**src/hdl/fsp_pkg.sv**
```systemverilog
package fsp_pkg;

  // apb register offsets (byte addresses)
  localparam logic [7:0] OFS_CTL = 8'h00;
  localparam logic [7:0] OFS_ZPTR = 8'h04;
  localparam logic [7:0] OFS_DATA = 8'h08;
  localparam logic [7:0] OFS_LOCK = 8'h0c;

  // control register fields
  localparam int CTL_IRQ_EN_POS = 7;
  localparam int CTL_BUSY_POS = 6;
  localparam logic [7:0] CTL_RESET = 8'h00;

  // low five bits of the control register
  localparam logic [4:0] CMD_NONE = 5'h00;
  localparam logic [4:0] CMD_LOAD = 5'h01;
  localparam logic [4:0] CMD_ERASE = 5'h03;
  localparam logic [4:0] CMD_WRITE = 5'h05;
  localparam logic [4:0] CMD_LOCK = 5'h09;
  localparam logic [4:0] CMD_REEN = 5'h11;

  // address pointer split: byte bit, word in page, page select
  localparam int WORD_LSB = 1;
  localparam int WORD_BITS = 6;
  localparam int PAGE_LSB = 7;
  localparam int PAGE_BITS = 7;
  localparam int PAGE_WORDS = 64;
  localparam logic [6:0] HALT_FIRST_PAGE = 7'h70;

  // readback selectors held in the pointer
  localparam logic [15:0] ZSEL_FUSE_LO = 16'h0000;
  localparam logic [15:0] ZSEL_LOCK = 16'h0001;
  localparam logic [15:0] ZSEL_FUSE_HI = 16'h0003;

  // lock byte: bits 5..2 are boot lock bits, unprogrammed reads one
  localparam int LOCK_LO_POS = 2;
  localparam int LOCK_HI_POS = 5;
  localparam logic [7:0] LOCK_RESET = 8'hff;
  localparam logic [15:0] BUF_ERASED = 16'hffff;

  // timing
  localparam logic [2:0] STORE_WINDOW = 3'h4;
  localparam logic [1:0] LOAD_WINDOW = 2'h3;
  localparam int CLK_PERIOD_NS = 10;
  localparam int PROG_TIME_US = 3700;
  localparam int PROG_CYCLES = (PROG_TIME_US * 1000 + CLK_PERIOD_NS - 1) / CLK_PERIOD_NS;

  typedef enum logic [1:0] {
    FSP_IDLE = 2'b00,
    FSP_ARMED = 2'b01,
    FSP_PROG = 2'b10
  } fsp_mode_type;

endpackage : fsp_pkg

```
**src/hdl/fsp_buf_if.sv**
```systemverilog
`timescale 1ns/10ps
`default_nettype none
interface fsp_buf_if;
  logic wr_en;
  logic [5:0] wr_idx;
  logic [15:0] wr_data;
  logic clr;
  logic [5:0] rd_idx;
  logic [15:0] rd_data;

  modport ctl (output wr_en, output wr_idx, output wr_data, output clr, output rd_idx,
    input rd_data);
  modport store (input wr_en, input wr_idx, input wr_data, input clr, input rd_idx,
    output rd_data);
endinterface : fsp_buf_if
`default_nettype wire

```
**src/hdl/fsp_ctrl.sv**
```systemverilog
// Local design decisions: the APB interface to the registers and the address map.
`timescale 1ns/10ps
`default_nettype none
// Contract
// (RL1) writing store enable arms the store instruction for the next four cycles
// (RL2) store enable alone: store writes the data pair into the page buffer
// (RL3) stores ignore pointer bit 0; loads are byte addressed and use it
// (RL4) store enable clears on completion or four idle cycles; held during erase/write
// (RL5) only the five legal low-bit command patterns take effect
// (RL6) pointer low bits select word in page, high bits select page
// (RL7) target page is latched when an operation starts
// (RL8) lock set ignores the pointer; other stores use it; here re-enable ignores it too
// (RL9) erase: page field plus erase pattern, store within four cycles
// (RL10) erase/write to halting section stalls the cpu; other section stays readable
// (RL11) buffer load: word field selects buffer entry, store within four cycles
// (RL12) page buffer clears after page write, read re-enable and reset
// (RL13) software writes each buffer entry at most once between clears
// (RL14) page write programs buffer contents into the latched page
// (RL15) interrupt enabled: level request while store enable reads zero
// (RL16) erase/write sets busy flag and blocks reads until re-enable; here only readable-section pages set it
// (RL17) lock set programs boot lock bits whose data bits 5..2 are zero
// (RL18) software should point at lock readback and set unused bits
// (RL19) lock programming keeps flash readable and never halts the cpu
// (RL20) eeprom write in progress blocks all commands and readbacks
// (RL21) lock readback: pointer one, lock set armed, load within three cycles
// (RL22) lock set clears on readback, or when its windows run out
// (RL23) starting a buffer load also clears the busy flag
// (RL24) re-enable during buffer loading discards the loaded data
// (RL25) readback returns fuse low at pointer zero, fuse high at three
// (RL26) programmed fuse and lock bits read zero, unprogrammed one
// (RL27) erase, write and lock set are timed by an internal counter
module fsp_ctrl #(
  parameter int PROG_CYCLES = fsp_pkg::PROG_CYCLES,
  // arbitrary neutral fuse contents
  parameter logic [7:0] FUSE_LOW_VALUE = 8'hff,
  parameter logic [7:0] FUSE_HIGH_VALUE = 8'hff
) (
  input wire logic ref_clk,
  input wire logic rst,
  input wire logic psel,
  input wire logic penable,
  input wire logic pwrite,
  input wire logic [7:0] paddr,
  input wire logic [31:0] pwdata,
  output logic [31:0] prdata,
  output logic pready,
  output logic pslverr,
  input wire logic spm_strobe,
  input wire logic lpm_strobe,
  input wire logic eeprom_write_busy,
  output logic [7:0] lpm_rdata,
  output logic lpm_rvalid,
  output logic selfprog_irq,
  output logic cpu_halt,
  output logic rww_read_block,
  output logic flash_erase_start,
  output logic flash_prog_valid,
  output logic [6:0] flash_prog_page,
  output logic [5:0] flash_prog_word,
  output logic [15:0] flash_prog_data,
  output logic flash_prog_done
);

  typedef struct packed {
    fsp_pkg::fsp_mode_type mode;
    logic [4:0] cmd;
    logic irq_en;
    logic rww_busy;
    logic [2:0] arm_cnt;
    logic [1:0] lpm_cnt;
    logic [15:0] zptr;
    logic [15:0] data;
    logic [7:0] lock;
    logic [6:0] op_page;
    logic op_halt;
    logic [19:0] prog_cnt;
    logic [6:0] stream_idx;
    logic [31:0] prdata;
    logic pready;
    logic pslverr;
    logic [7:0] lpm_data;
    logic lpm_valid;
    logic irq;
    logic erase_start;
    logic fl_valid;
    logic [5:0] fl_word;
    logic [15:0] fl_data;
    logic fl_done;
  } fsp_state_type;

  localparam fsp_state_type ST_RESET = '{
    mode: fsp_pkg::FSP_IDLE,
    lock: fsp_pkg::LOCK_RESET,
    default: '0
  };

  fsp_state_type r;
  fsp_state_type r_nxt;
  fsp_buf_if bif ();

  fsp_page_buf u_buf (
    .ref_clk(ref_clk),
    .rst(rst),
    .bif(bif)
  );

  function automatic logic legal_cmd(input logic [4:0] c);
    return (c == fsp_pkg::CMD_LOAD) || (c == fsp_pkg::CMD_ERASE) ||
      (c == fsp_pkg::CMD_WRITE) || (c == fsp_pkg::CMD_LOCK) || (c == fsp_pkg::CMD_REEN);
  endfunction : legal_cmd

  function automatic logic [7:0] readback(input logic [15:0] z, input logic [7:0] lock);
    case (z)
      fsp_pkg::ZSEL_FUSE_LO: return FUSE_LOW_VALUE;
      fsp_pkg::ZSEL_LOCK: return lock;
      fsp_pkg::ZSEL_FUSE_HI: return FUSE_HIGH_VALUE;
      default: return fsp_pkg::LOCK_RESET;
    endcase
  endfunction : readback

  logic apb_setup;
  logic wr_ev;
  logic ctl_wr;
  logic spm_ok;
  logic lpm_ok;
  logic [6:0] z_page;
  logic [5:0] z_word;
  logic [7:0] ctl_view;

  assign apb_setup = psel & ~penable;
  assign wr_ev = psel & penable & r.pready & pwrite;
  assign ctl_wr = wr_ev && (paddr == fsp_pkg::OFS_CTL);
  // eeprom busy shuts out every store and load
  assign spm_ok = (r.mode == fsp_pkg::FSP_ARMED) && (r.arm_cnt != 3'h0) && spm_strobe &&
    !eeprom_write_busy; // RL1 RL20
  assign lpm_ok = (r.mode == fsp_pkg::FSP_ARMED) && (r.cmd == fsp_pkg::CMD_LOCK) &&
    (r.lpm_cnt != 2'h0) && lpm_strobe && !eeprom_write_busy; // RL21 RL20
  assign z_page = r.zptr[fsp_pkg::PAGE_LSB +: fsp_pkg::PAGE_BITS]; // RL6
  assign z_word = r.zptr[fsp_pkg::WORD_LSB +: fsp_pkg::WORD_BITS]; // RL6 RL3
  assign ctl_view = {r.irq_en, r.rww_busy, 1'b0, r.cmd};

  always_comb begin
    r_nxt = r;
    bif.wr_en = 1'b0;
    bif.wr_idx = z_word; // RL11
    bif.wr_data = r.data;
    bif.clr = 1'b0;
    bif.rd_idx = r.stream_idx[5:0];
    // apb: answer is prepared in setup so pready and prdata come from flops
    r_nxt.pready = apb_setup;
    r_nxt.pslverr = 1'b0;
    r_nxt.prdata = 32'h0000_0000;
    if (apb_setup) begin
      case (paddr)
        fsp_pkg::OFS_CTL: r_nxt.prdata = {24'h00_0000, ctl_view};
        fsp_pkg::OFS_ZPTR: r_nxt.prdata = {16'h0000, r.zptr};
        fsp_pkg::OFS_DATA: r_nxt.prdata = {16'h0000, r.data};
        fsp_pkg::OFS_LOCK: r_nxt.prdata = {24'h00_0000, r.lock};
        default: r_nxt.pslverr = 1'b1;
      endcase
    end
    r_nxt.lpm_valid = 1'b0;
    r_nxt.erase_start = 1'b0;
    r_nxt.fl_valid = 1'b0;
    r_nxt.fl_done = 1'b0;
    if (wr_ev && (paddr == fsp_pkg::OFS_ZPTR)) begin
      r_nxt.zptr = pwdata[15:0];
    end
    if (wr_ev && (paddr == fsp_pkg::OFS_DATA)) begin
      r_nxt.data = pwdata[15:0];
    end
    if (ctl_wr) begin
      r_nxt.irq_en = pwdata[fsp_pkg::CTL_IRQ_EN_POS];
      // a busy controller keeps its command; no new one while eeprom writes
      if ((r.mode == fsp_pkg::FSP_IDLE) && !eeprom_write_busy && legal_cmd(pwdata[4:0])) begin
        r_nxt.mode = fsp_pkg::FSP_ARMED; // RL5 RL20
        r_nxt.cmd = pwdata[4:0];
        r_nxt.arm_cnt = fsp_pkg::STORE_WINDOW; // RL1
        r_nxt.lpm_cnt = (pwdata[4:0] == fsp_pkg::CMD_LOCK) ? fsp_pkg::LOAD_WINDOW : 2'h0; // RL21
      end
    end
    case (r.mode)
      fsp_pkg::FSP_ARMED: begin
        if (r.lpm_cnt != 2'h0) begin
          r_nxt.lpm_cnt = r.lpm_cnt - 2'h1;
        end
        if (lpm_ok) begin
          r_nxt.lpm_data = readback(r.zptr, r.lock); // RL25 RL26
          r_nxt.lpm_valid = 1'b1;
          r_nxt.mode = fsp_pkg::FSP_IDLE; // RL22
          r_nxt.cmd = fsp_pkg::CMD_NONE;
          r_nxt.arm_cnt = 3'h0;
          r_nxt.lpm_cnt = 2'h0;
        end else if (spm_ok) begin
          r_nxt.arm_cnt = 3'h0;
          r_nxt.lpm_cnt = 2'h0;
          case (r.cmd)
            fsp_pkg::CMD_LOAD: begin
              bif.wr_en = 1'b1; // RL2
              r_nxt.rww_busy = 1'b0; // RL23
              r_nxt.mode = fsp_pkg::FSP_IDLE; // RL4
              r_nxt.cmd = fsp_pkg::CMD_NONE;
            end
            fsp_pkg::CMD_ERASE, fsp_pkg::CMD_WRITE: begin
              // data pair and non-page pointer bits play no part here
              r_nxt.op_page = z_page; // RL7 RL9 RL14
              r_nxt.op_halt = (z_page >= fsp_pkg::HALT_FIRST_PAGE); // RL10
              r_nxt.rww_busy = r.rww_busy | (z_page < fsp_pkg::HALT_FIRST_PAGE); // RL16
              r_nxt.erase_start = (r.cmd == fsp_pkg::CMD_ERASE);
              r_nxt.prog_cnt = 20'(PROG_CYCLES); // RL27
              r_nxt.stream_idx = 7'h00;
              r_nxt.mode = fsp_pkg::FSP_PROG; // RL4
            end
            fsp_pkg::CMD_LOCK: begin
              // pointer is not consulted; a zero data bit programs its lock bit
              r_nxt.lock[fsp_pkg::LOCK_HI_POS:fsp_pkg::LOCK_LO_POS] =
                r.lock[fsp_pkg::LOCK_HI_POS:fsp_pkg::LOCK_LO_POS] &
                r.data[fsp_pkg::LOCK_HI_POS:fsp_pkg::LOCK_LO_POS]; // RL8 RL17
              r_nxt.op_halt = 1'b0; // RL19
              r_nxt.prog_cnt = 20'(PROG_CYCLES); // RL27
              r_nxt.mode = fsp_pkg::FSP_PROG;
            end
            fsp_pkg::CMD_REEN: begin
              bif.clr = 1'b1; // RL12 RL24
              r_nxt.rww_busy = 1'b0; // RL16
              r_nxt.mode = fsp_pkg::FSP_IDLE;
              r_nxt.cmd = fsp_pkg::CMD_NONE;
            end
            default: begin
              r_nxt.mode = fsp_pkg::FSP_IDLE;
              r_nxt.cmd = fsp_pkg::CMD_NONE;
            end
          endcase
        end else if (r.arm_cnt <= 3'h1) begin
          r_nxt.mode = fsp_pkg::FSP_IDLE; // RL4 RL22
          r_nxt.cmd = fsp_pkg::CMD_NONE;
          r_nxt.arm_cnt = 3'h0;
          r_nxt.lpm_cnt = 2'h0;
        end else begin
          r_nxt.arm_cnt = r.arm_cnt - 3'h1;
        end
      end
      fsp_pkg::FSP_PROG: begin
        // page write streams the buffer out one word a cycle at its start
        if ((r.cmd == fsp_pkg::CMD_WRITE) && !r.stream_idx[6]) begin
          r_nxt.fl_valid = 1'b1; // RL14
          r_nxt.fl_word = r.stream_idx[5:0];
          r_nxt.fl_data = bif.rd_data;
          r_nxt.stream_idx = r.stream_idx + 7'h01;
        end
        if (r.prog_cnt <= 20'h0_0001) begin
          bif.clr = (r.cmd == fsp_pkg::CMD_WRITE); // RL12
          r_nxt.fl_done = 1'b1;
          r_nxt.op_halt = 1'b0;
          r_nxt.mode = fsp_pkg::FSP_IDLE; // RL27
          r_nxt.cmd = fsp_pkg::CMD_NONE;
        end else begin
          r_nxt.prog_cnt = r.prog_cnt - 20'h0_0001;
        end
      end
      default: begin
      end
    endcase
    r_nxt.irq = r_nxt.irq_en & ~r_nxt.cmd[0]; // RL15
  end

  always_ff @(posedge ref_clk or posedge rst) begin
    if (rst) begin
      r <= ST_RESET;
    end else begin
      r <= r_nxt;
    end
  end

  assign prdata = r.prdata;
  assign pready = r.pready;
  assign pslverr = r.pslverr;
  assign lpm_rdata = r.lpm_data;
  assign lpm_rvalid = r.lpm_valid;
  assign selfprog_irq = r.irq;
  assign cpu_halt = r.op_halt; // RL10
  assign rww_read_block = r.rww_busy; // RL16
  assign flash_erase_start = r.erase_start;
  assign flash_prog_valid = r.fl_valid;
  assign flash_prog_page = r.op_page;
  assign flash_prog_word = r.fl_word;
  assign flash_prog_data = r.fl_data;
  assign flash_prog_done = r.fl_done;
endmodule : fsp_ctrl
`default_nettype wire

```
**src/hdl/fsp_page_buf.sv**
```systemverilog
`timescale 1ns/10ps
`default_nettype none
module fsp_page_buf (
  input wire logic ref_clk,
  input wire logic rst,
  fsp_buf_if.store bif
);

  typedef struct packed {
    logic [63:0] valid;
  } fsp_buf_state_type;

  fsp_buf_state_type r;
  fsp_buf_state_type r_nxt;
  logic [15:0] mem [0:fsp_pkg::PAGE_WORDS-1];

  // clearing only drops the valid bits, so a full clear costs one cycle
  always_comb begin
    r_nxt = r;
    if (bif.clr) begin
      r_nxt.valid = '0;
    end else if (bif.wr_en) begin
      r_nxt.valid[bif.wr_idx] = 1'b1;
    end
  end

  always_ff @(posedge ref_clk or posedge rst) begin
    if (rst) begin
      r <= '0;
    end else begin
      r <= r_nxt;
    end
  end

  always_ff @(posedge ref_clk) begin
    if (bif.wr_en && !bif.clr) begin
      mem[bif.wr_idx] <= bif.wr_data;
    end
  end

  // an entry never loaded since the last clear reads as erased flash
  assign bif.rd_data = r.valid[bif.rd_idx] ? mem[bif.rd_idx] : fsp_pkg::BUF_ERASED;

endmodule : fsp_page_buf
`default_nettype wire

```
**config.mk**
```make
export PLATFORM = sky130hd
export DESIGN_NAME = fsp_ctrl
export DESIGN_NICKNAME = d
export VERILOG_FILES = /design/src/hdl/fsp_pkg.sv /design/src/hdl/fsp_buf_if.sv /design/src/hdl/fsp_ctrl.sv /design/src/hdl/fsp_page_buf.sv
export SDC_FILE = /design/constraint.sdc
export NUM_CORES = 1
export LEC_CHECK = 0
export BUFFER_PORTS_ARGS = -buffer_cell sky130_fd_sc_hd__buf_4
export CELL_PAD_IN_SITES_DETAIL_PLACEMENT = 1
export CELL_PAD_IN_SITES_GLOBAL_PLACEMENT = 1
export CORE_MARGIN = 1
export CORE_UTILIZATION = 58
export DETAILED_ROUTE_END_ITERATION = 12
export GPL_ROUTABILITY_DRIVEN = 0
export PLACE_DENSITY_LB_ADDON = 0.1
export SLEW_MARGIN = 20
export SYNTH_ARGS = -nofsm -noshare
export SYNTH_HDL_FRONTEND = slang
export SYNTH_SLANG_ARGS = --single-unit
```
**constraint.sdc**
```tcl
create_clock -name ref_clk -period 8.8 [get_ports ref_clk]
set_input_delay 0.44 -clock ref_clk [delete_from_list [all_inputs] [get_ports ref_clk]]
set_output_delay 0.44 -clock ref_clk [all_outputs]
set_load 0.02 [all_outputs]
```
Word level (Yosys, flattened, before mapping)
Memories as Yosys holds them, arrays and structs flattened.
Index checks and enable logic that the tools add are counted.
W data, S select, Z words.
{ "totals": {"register_bits": 217, "latchBits": 0, "mem_bits_rw": 1024, "mem_bits_ro": 0, "in_bits": 48, "out_inout_bits": 78, "elab_cells": 174, "n_memories": 1} }
{ "classes": {"addsub": 4, "multipliers": 0, "div_mod_pow": 0, "magnitude_cmp": 7, "n_eq_ne": 23, "n_shift": 0, "muxes": 59, "n_bitwise": 11, "n_reduce_logical": 44} }
{ "memory_table": {"columns": ["name", "depth", "width", "read_ports", "rd_ports_with_merged_regs", "write_ports", "line_no", "text"], "rows": [
  ["u_buf.mem", 64, 16, 1, 0, 1, "fsp_page_buf.sv:15", "logic [15:0] mem [0:fsp_pkg::PAGE_WORDS-1];"]
]} }
{ "op_table": {"columns": ["op", "count"], "rows": [
  ["$mux W64", 2],
  ["$or A64 B64 Y64", 1],
  ["$pmux W16 S4", 1],
  ["$mux W28", 2],
  ["$pmux W28 S2", 1],
  ["$mux W7", 7],
  ["$pmux W21 S2", 1],
  ["$mux W16", 2],
  ["$mux W5", 6],
  ["$mux W24", 1],
  ["$mux W23", 1],
  ["$mux W1", 22],
  ["$le A20 B1 Y1 const B", 1],
  ["$mux W20", 1],
  ["$sub A20 B1 Y20 const B", 1],
  ["$eq A16 B1 Y1 const B", 1],
  ["$eq A8 B4 Y1 const B", 2],
  ["$logic_and A1 B1 Y1", 15],
  ["$reduce_and A5 Y1", 3],
  ["$lt A6 B7 Y1 const B", 2],
  ["$pmux W7 S2", 1],
  ["$reduce_and A4 Y1", 3],
  ["$reduce_bool A2 Y1", 6],
  ["$eq A5 B1 Y1 const B", 2],
  ["37 further kinds", 63]
]} }

Logic depth before layout (Yosys ltp)
Gate-level depths: netlist of run 1.
{ "depth": {"ltp_word": 14, "mapped_depth": 11, "ltp_nobuf": 8} }

Cells and area by module
From an unflattened synthesis of run 1, not the netlist that was laid out.
{ "hier_totals": {"cells_unflattened": 2569, "area_unflattened_um2": 48725.5} }
{ "by_module_without_submodules": {"columns": ["mod", "n_inst", "cells_each", "area_per_inst_um2", "seq_area_each_um2"], "rows": [
  ["fsp_page_buf", 1, 1967, 41954.0, 32351.0],
  ["fsp_ctrl", 1, 602, 6771.5, 3383.2]
]} }

Least setup slack after synthesis of run 1
OpenSTA, ideal clock, no wires.
{ "synth_path": {"path_type": "reg2reg", "start": "register r[157] (netlist name)", "end": "memory u_buf.mem[32][0], enable pin", "setup_ns": 0.390, "arrival_ns": 2.625, "required_time_ns": 8.410, "slack_ns": 5.785, "stages_incl_launch_ff": 10, "path_buffers": 2, "synth_period_minus_slack_ns": 3.015, "path_cell_list": "dfrtp_1 -> inv_1 -> ha_1 -> nor2b_1 -> and3_1 -> buf_4 -> nand3_1 -> or4b_1 -> clkbuf_1 -> nor2_1"} }
{ "synth_between": {"elab_chain_len": 11, "word_cells_on_any_way": 19, "classes_between": "2 x eq/ne; 8 x mux; 9 x reduce/logical"} }
{ "synth_lines": {"columns": ["element", "line_no", "text"], "rows": [
  ["start, declared", "fsp_ctrl.sv:97", "fsp_state_type r;"],
  ["start signal, assigned", "fsp_ctrl.sv:271", "r <= r_nxt;"],
  ["$eq A2 B1 Y1", "fsp_ctrl.sv:134, fsp_ctrl.sv:136, fsp_ctrl.sv:182", null],
  ["$logic_and A1 B1 Y1, on equally long branches (2 in series)", "fsp_ctrl.sv:134, fsp_ctrl.sv:136", null],
  ["$logic_and A1 B1 Y1, on equally long branches", "fsp_ctrl.sv:134, fsp_ctrl.sv:137", null],
  ["$mux W1 / $logic_and A1 B1 Y1 (equally long branches)", "fsp_ctrl.sv:194, fsp_ctrl.sv:137", null],
  ["$mux W1", "fsp_ctrl.sv:187", "if (lpm_ok) begin"],
  ["$pmux W1 S2", "fsp_ctrl.sv:182", "case (r.mode)"],
  ["$logic_not A1 Y1", "fsp_page_buf.sv:36", "if (bif.wr_en && !bif.clr) begin"],
  ["$logic_and A1 B1 Y1 *", "fsp_page_buf.sv:36", null],
  ["$mux W1 *", "fsp_page_buf.sv:36", null],
  ["$mux W1 (implied by the code) *", "fsp_page_buf.sv:37", "mem[bif.wr_idx] <= bif.wr_data;"],
  ["end, declared", "fsp_page_buf.sv:15", null]
]} }
Mark *: on every way between the ends. The rest lies on a longest branch, timed or not.

Worst setup path in the final report of run 1
{ "layout_path": {"start": "register r, in the netlist bif.rd_idx[2]", "end": "register r, in the netlist flash_prog_data[1]"} }
{ "layout_between": {"elab_chain_len": 3, "word_cells_on_any_way": 4, "classes_between": "3 x mux; 1 x memory"} }
{ "layout_lines": {"columns": ["element", "line_no", "text"], "rows": [
  ["$bmux W1 S6", "fsp_page_buf.sv:42", "assign bif.rd_data = r.valid[bif.rd_idx] ? mem[bif.rd_idx] : fsp_pkg::BUF_ERASED;"],
  ["$mux W1 (implied by the code)", "fsp_page_buf.sv:42", null],
  ["$mux W16 *", "fsp_page_buf.sv:42", null]
]} }
Mark *: on every way between the ends. The rest lies on a longest branch, timed or not. The select of a mux whose other input is x is not followed.
A chain may end at the register's enable or synchronous reset.

==> results of run 1 <==
through the flow:
stage	area, um2	utilization (%)	hold WS (ps)	total power [W]
2_1_floorplan	49010	-	444.4	0.006362
3_5_place_dp	50650	60.62	463.3	0.006385
5_1_grt	54790	65.57	19.05	0.01168
3_3_place_gp	50650	60.62	454.0	0.006382
6_report	54790	65.57	-60.17	0.01144
4_1_cts	54750	65.53	1.483	0.01148
cells in the final DEF, fill, tap and decap left out, types with 15 or more instances in the layout:
| cell | instances |
|---|---|
| dfrtp_1 | 175 |
| nor2_2 | 15 |
| nand3_1 | 17 |
| o21ai_1 | 21 |
| clkinv_2 | 29 |
| a31oi_1 | 31 |
| o221ai_1 | 16 |
| nor2_1 | 108 |
| buf_4 | 194 |
| a21o_1 | 64 |
| mux4_2 | 167 |
| clkbuf_8 | 21 |
| a22oi_1 | 78 |
| a22o_1 | 24 |
| nand2_1 | 84 |
| clkbuf_1 | 26 |
| mux2i_1 | 227 |
| conb_1 | 16 |
| edfxtp_1 | 1024 |
| clkbuf_16 | 123 |
| mux2_2 | 77 |
| o22ai_1 | 23 |
| a21oi_1 | 91 |
cell type report:
cell class	count	share of cell area [%]
clock buffers	171	6.337
clock inverters	53	0.9295
inverters	14	0.1096
multi-input cells	1279	21.87
flip-flops and latches	1223	65.32
well taps	1080	2.466
repair buffers	209	2.971
power by group through the flow:
stage / logic (W) / clock network, W / registers, W
final: 0.0000594 / 0.00517 / 0.00621
after global routing: 0.0000650 / 0.00541 / 0.00621
after detailed placement: 0.0000558 / 0 / 0.00633
after global placement: 0.0000533 / 0 / 0.00633
after floorplan: 0.0000327 / 0 / 0.00633
after CTS: 0.0000601 / 0.00522 / 0.00621
final timing paths:
| kind | start | to | cells after the start |
|---|---|---|---|
| setup reg to reg | bif.rd_idx[2]$_DFFE_PP0P_ | flash_prog_data[1]$_DFFE_PP0P_ | 7 |
| setup / recovery | bif.rd_idx[2]$_DFFE_PP0P_ | flash_prog_data[1]$_DFFE_PP0P_ | 7 |
| max in group asynchronous | rst | u_buf.r[28]$_DFFE_PP0P_ | 3 |
| hold reg to reg | r[108]$_DFFE_PP1P_ | r[108]$_DFFE_PP1P_ | 1 |
| min in group ref_clk | pwdata[0] | bif.wr_data[0]$_DFFE_PP0P_ | 2 |
| hold / removal | rst | prdata[14]$_DFF_PP0_ | 2 |
routing by layer:
metal / track usage, % / vias up / routed length, um
met5: 0 / - / 0
met2: 51.23 / 1159 / 64360
met3: 4.735 / 180 / 9676
met4: 8.849 / 0 / 3334
met1: 42.18 / 14330 / 52260
li1: - / 11020 / -
cells by family (layout without fill, tap and decap cells):
kind of cell               Yosys count  count (layout)  share of synthesized area, %
AOI/OAI and AO/OA                  430             430                         6.098
adders and majority gates            9               9                        0.2300
and+or+nand+nor                    342             342                         3.527
other                                1              16                      0.007660
xor gates and xnor gates             7               7                        0.1252
DFF                               1223            1223                         72.99
muxes                              475             475                         14.19
buffers and inverters              241             447                         2.829
critical path, stage by stage, from the launching register on:
cell and delay [ps]:
dfrtp_4 740, buf_4 650, nand3_1 1000, o221ai_1 510, a211oi_1 110, nor4b_1 680, a31o_2 550, a21oi_1 160
registers in the layout, summed over array words and instances, names as in the netlist, 5 cells and up:
signal,count
bif.rd_idx,6
u_buf.mem,1024
flash_prog_page,7
lpm_rdata,5
prdata,16
ctl_view,6
flash_prog_data,16
u_buf.r,64
r,42
flash_prog_word,6
bif.wr_idx,6
bif.wr_data,16
repair_timing:
| action | in CTS | in global routing |
|---|---|---|
| endpoints found under the hold margin | 22 | 0 |
| hold buffers | 12 | 0 |
| buffers inserted | 0 | 0 |
==> metrics, run 1 <==
synth cell count leaders=1,024 x edfxtp_1, 227 x mux2i_1, 195 x dfrtp_1; Worst EP required=between 9000 and 10,000 ps; CTS tree=yes; Fillers=~7,000; class of the worst hold path=input pin to async pin; Power per Cell Area=between 200 and 250 nW/um2; Comb power frac=0.5%; diode count=0; Netlist cell types=84; DR vias/cell=approximately 6.6; critical path startpoint category=flop; Final Setup Violations=0; sw frac=a little under 20%; share of post-route cells with drive strength above 1=roughly a quarter; Setup CP Type=flop to flop; ANT nets after route=0; Syn Area/Cell=between 15 and 20 um2; Die ar.=roughly 86,000 um2; sequential cell area=35,780 um2; Synth area leaders=edfxtp_1 63%, dfrtp_1 10%, mux4_2 7.7%; Die Width=between 200 and 300 um; synth warn=0; Layout area overhead=11.91%; LEAKAGE=approximately 21 nW; Reg clk slew, reported paths=about 60 ps; worst-margin pin slew=around 1300 ps; Tmin final=4606 ps; net switching power=0.002220 W; pin count of the biggest net entering global routing=137; Port Buffers=93; Longest Clk Path Bufs=3; peak supply drop=~0.17 mV; critical path endpoint category=flop; Clock power frac=a little under half; CORE AREA=roughly 84,000 um2; Seq/Total Area, Yosys=about 73%; Clock Skew=roughly 27 ps; Die Span Y=~300 um; Sink Count=about 1,200; Root Driver=clkbuf_16; Starting Density=roughly three fifths; register share of total power=about 54%; reg-to-reg setup timing slack=roughly 4200 ps; antenna violations before repair=1; Hold Slack=-60.17 ps; ys flop type=edfxtp_1; Cell Area, Synth=just under 50,000 um2; top fanout value on the critical path=46; Post-synth ARST share=16.27%; dpl ws=~4200 ps; grt ovf=0; DRC=0; via count=around 27,000; ratio of final minimum period to clock period=52.34%; nets=2,902; Top Ports=roughly 130; Max-Cap Viols=0; CTS resizes=0; TritonCTS buffer count=between 100 and 150; Fmax=217.1 MHz; Final HPWL DP=about 73,000 um; Worst EP arrival=roughly 5100 ps; area of the multi-input gates=11,980 um2; GRT Total Usage=between 30% and 40%; DRT Wirelength=roughly 130,000 um; vias in the first global route=around 29,000; first-pass GRT wire length=around 190,000 um; top-count cell post-synth=edfxtp_1; row count=between 100 and 150; Placed Cells=around 3,800; Post-Synthesis Cells=approximately 2,700; RSZ-0062 raised after global routing=false; Synth Register Bits=roughly 1,200; Int Pwr=0.009217 W; post-route insts no fill=around 4,000; Clock Latency Late Sink=~700 ps; relative slew slack=between 10 and 15%; number of synthesized flops with an enable pin=roughly 1,000; post-synth top area cell=edfxtp_1; setup_tns=0 ps; failing checks=negative hold slack; final hold vios=39; area share of the largest cell type after synthesis=62.81%; Routed wire per std cell=32.17 um; status=finished, violations left; final setup margin=4194 ps; H-tree levels=3; TritonRoute pass-1 iters=5; number of DRC markers in iteration 0=between 2,000 and 3,000; max-slew violations=0
(Power assumes the default switching activity.)
==> inputs of run 2 (changes only) <==
Settings changed: CORE_UTILIZATION 58 to 49.
Clock period 8.8 ns to 4.1 ns, I/O delays scaled along.
==> run 2 against run 1 <==
The run now ends clean. Largest power group unchanged. Critical path type unchanged. Clock skew increased by 4.1 ps. Core utilization decreased by 9.2 points. Cell count increased by 6.8%.
==> metrics, run 2 (same netlist as run 1, synthesis figures left out) <==
status=completed; DR vias/cell=6.079; DRC=0; via count=around 26,000; nets=2,971; Clock power frac=approximately 45%; Root Driver=clkbuf_16; final setup margin=between 500 and 600 ps; net switching power=between 0.004 and 0.005 W; Final Total Pwr=~0.025 W; Die Width=around 320 um; TritonRoute pass-1 iters=5; Tmin final=between 3000 and 4000 ps; Fillers=slightly below 9,000; critical path endpoint category=flop; GRT Total Usage=between 20% and 30%; Int Pwr=0.01980 W; worst-margin pin slew=around 1000 ps; Final Setup Violations=0; Sink Count=about 1,200; max-slew violations=0; peak supply drop=approximately 0.28 mV; dpl ws=a little over 600 ps; area of the multi-input gates=12,000 um2; Top Registers=u_buf.mem (1024), u_buf.r (64), r (42); most common cell after layout, fill and taps aside=edfxtp_1; Longest Clk Path Bufs=3; Max-Cap Viols=0; DRT Wirelength=between 100,000 and 150,000 um; sw frac=around a fifth; Clock Latency Late Sink=approximately 730 ps; Layout area overhead=13.65%; Fmax=280.0 MHz; row count=between 100 and 150; final instance area=between 50,000 and 60,000 um2; first-pass GRT wire length=~190,000 um; Worst EP arrival=between 3000 and 4000 ps; sequential cell area=between 30,000 and 40,000 um2; TritonCTS buffer count=130; critical path startpoint=r[157]$_DFF_PP0_; grt ovf=0; Power per Cell Area=441.8 nW/um2; path depth of the worst reg2reg path=8; Setup CP Type=flop to flop; Routed wire per std cell=29.89 um; Hold Path Stages=5; Most flops, register=u_buf.mem; Comb power frac=less than 1%; ANT nets after route=0; Clock Skew=30.90 ps; class of the worst hold path=input pin to flop; R2R Path Start=r[157]$_DFF_PP0_; vias in the first global route=between 20,000 and 30,000; register share of total power=about 54%; Area after DPL=51,390 um2; ratio of final minimum period to clock period=87.12%; Port Buffers=93; relative slew slack=roughly a third; RSZ-0062 raised after global routing=false; startpoint of the worst hold path=eeprom_write_busy; Die ar.=between 100,000 and 150,000 um2; Worst EP required=4470 ps; diode count=0; LEAKAGE=21.11 nW; pin count of the biggest net entering global routing=94; critical path startpoint category=flop; top fanout value on the critical path=17; Finished Core Util=56.36%; Reg clk slew, reported paths=approximately 50 ps; Top Ports=about 130; CTS tree=yes; max reg flops=between 1,000 and 1,500; antenna violations before repair=4; most frequent cells in the layout=1,024 x edfxtp_1, 231 x buf_4, 227 x mux2i_1; CORE AREA=approximately 100,000 um2; final hold vios=0; H-tree levels=4; Final HPWL DP=77,720 um; Starting Density=about 50%; share of post-route cells with drive strength above 1=around a quarter; setup_tns=0 ps; Die Span Y=318.1 um; number of DRC markers in iteration 0=around 2,300
## run 2: cell count changes in the layout (fill, tap and decap cells not counted), sizes merged
cell         before  now
buf             197  242
dlygate4sd3      12   24
bufinv            9    4
clkbuf          171  176
clkinv           41   45
clkinvlp          2    6
inv              15   17
## run 2: what timing repair did
| item | 4_1_cts | 5_1_grt |
|---|---|---|
| buffers inserted | 0 | 0 |
| resized for setup | 0 | 0 |
| hold buffers | 24 | 0 |
| endpoints found under the hold margin | 69 | 0 |
## run 2: routing by layer
metal,track usage (%),routed length (um),up-vias
met3,5.120,8432,194
li1,-,-,11170
met2,41.91,62540,866
met5,0.6147,111,-
met4,8.760,3783,6
met1,34.71,53750,13920
## run 2: per-stage QoR
stage | hold slack [ps] | cells
2_1_floorplan | 289.3 | 2743
3_3_place_gp | 263.6 | 4045
3_5_place_dp | 273.5 | 4045
4_1_cts | 16.21 | 4303
5_1_grt | 76.47 | 4303
6_report | 63.81 | 4303
## run 2: layout make-up
type	count	area share, %
repair buffers	266	3.945
clock inverters	58	0.6792
clock buffers	176	6.515
flip-flops and latches	1223	64.30
multi-input cells	1279	21.57
well taps	1287	2.894
inverters	14	0.1012
## run 2: power groups by stage
stage | Combinational, W | Clock (W) | Sequential (W)
after floorplan | 0.0000706 | 0 | 0.0136
after global placement | 0.000123 | 0 | 0.0136
after detailed placement | 0.000129 | 0 | 0.0136
after CTS | 0.000146 | 0.0113 | 0.0133
after global routing | 0.000158 | 0.0117 | 0.0133
final | 0.000144 | 0.0111 | 0.0133
## run 2: critical path, stage by stage (launching register included)
cell     delay [ps]
dfrtp_1         380
inv_1           100
ha_1            400
nor2b_1         260
and3_1          360
nand3_1         420
or4b_1          780
nor2_1          170
buf_4           350
## run 2: path summary, 6_finish.rpt
check / endpoint / slack, ps
max in group asynchronous: u_buf.r[2]$_DFFE_PP0P_ / 2890
setup / recovery: u_buf.mem[35][4]$_DFFE_PP_ / 530
setup reg to reg: u_buf.mem[35][4]$_DFFE_PP_ / 530
hold reg to reg: r[109]$_DFFE_PP1P_ / 480
hold / removal: r[156]$_DFF_PP0_ / 60
min in group asynchronous: prdata[8]$_DFF_PP0_ / 90
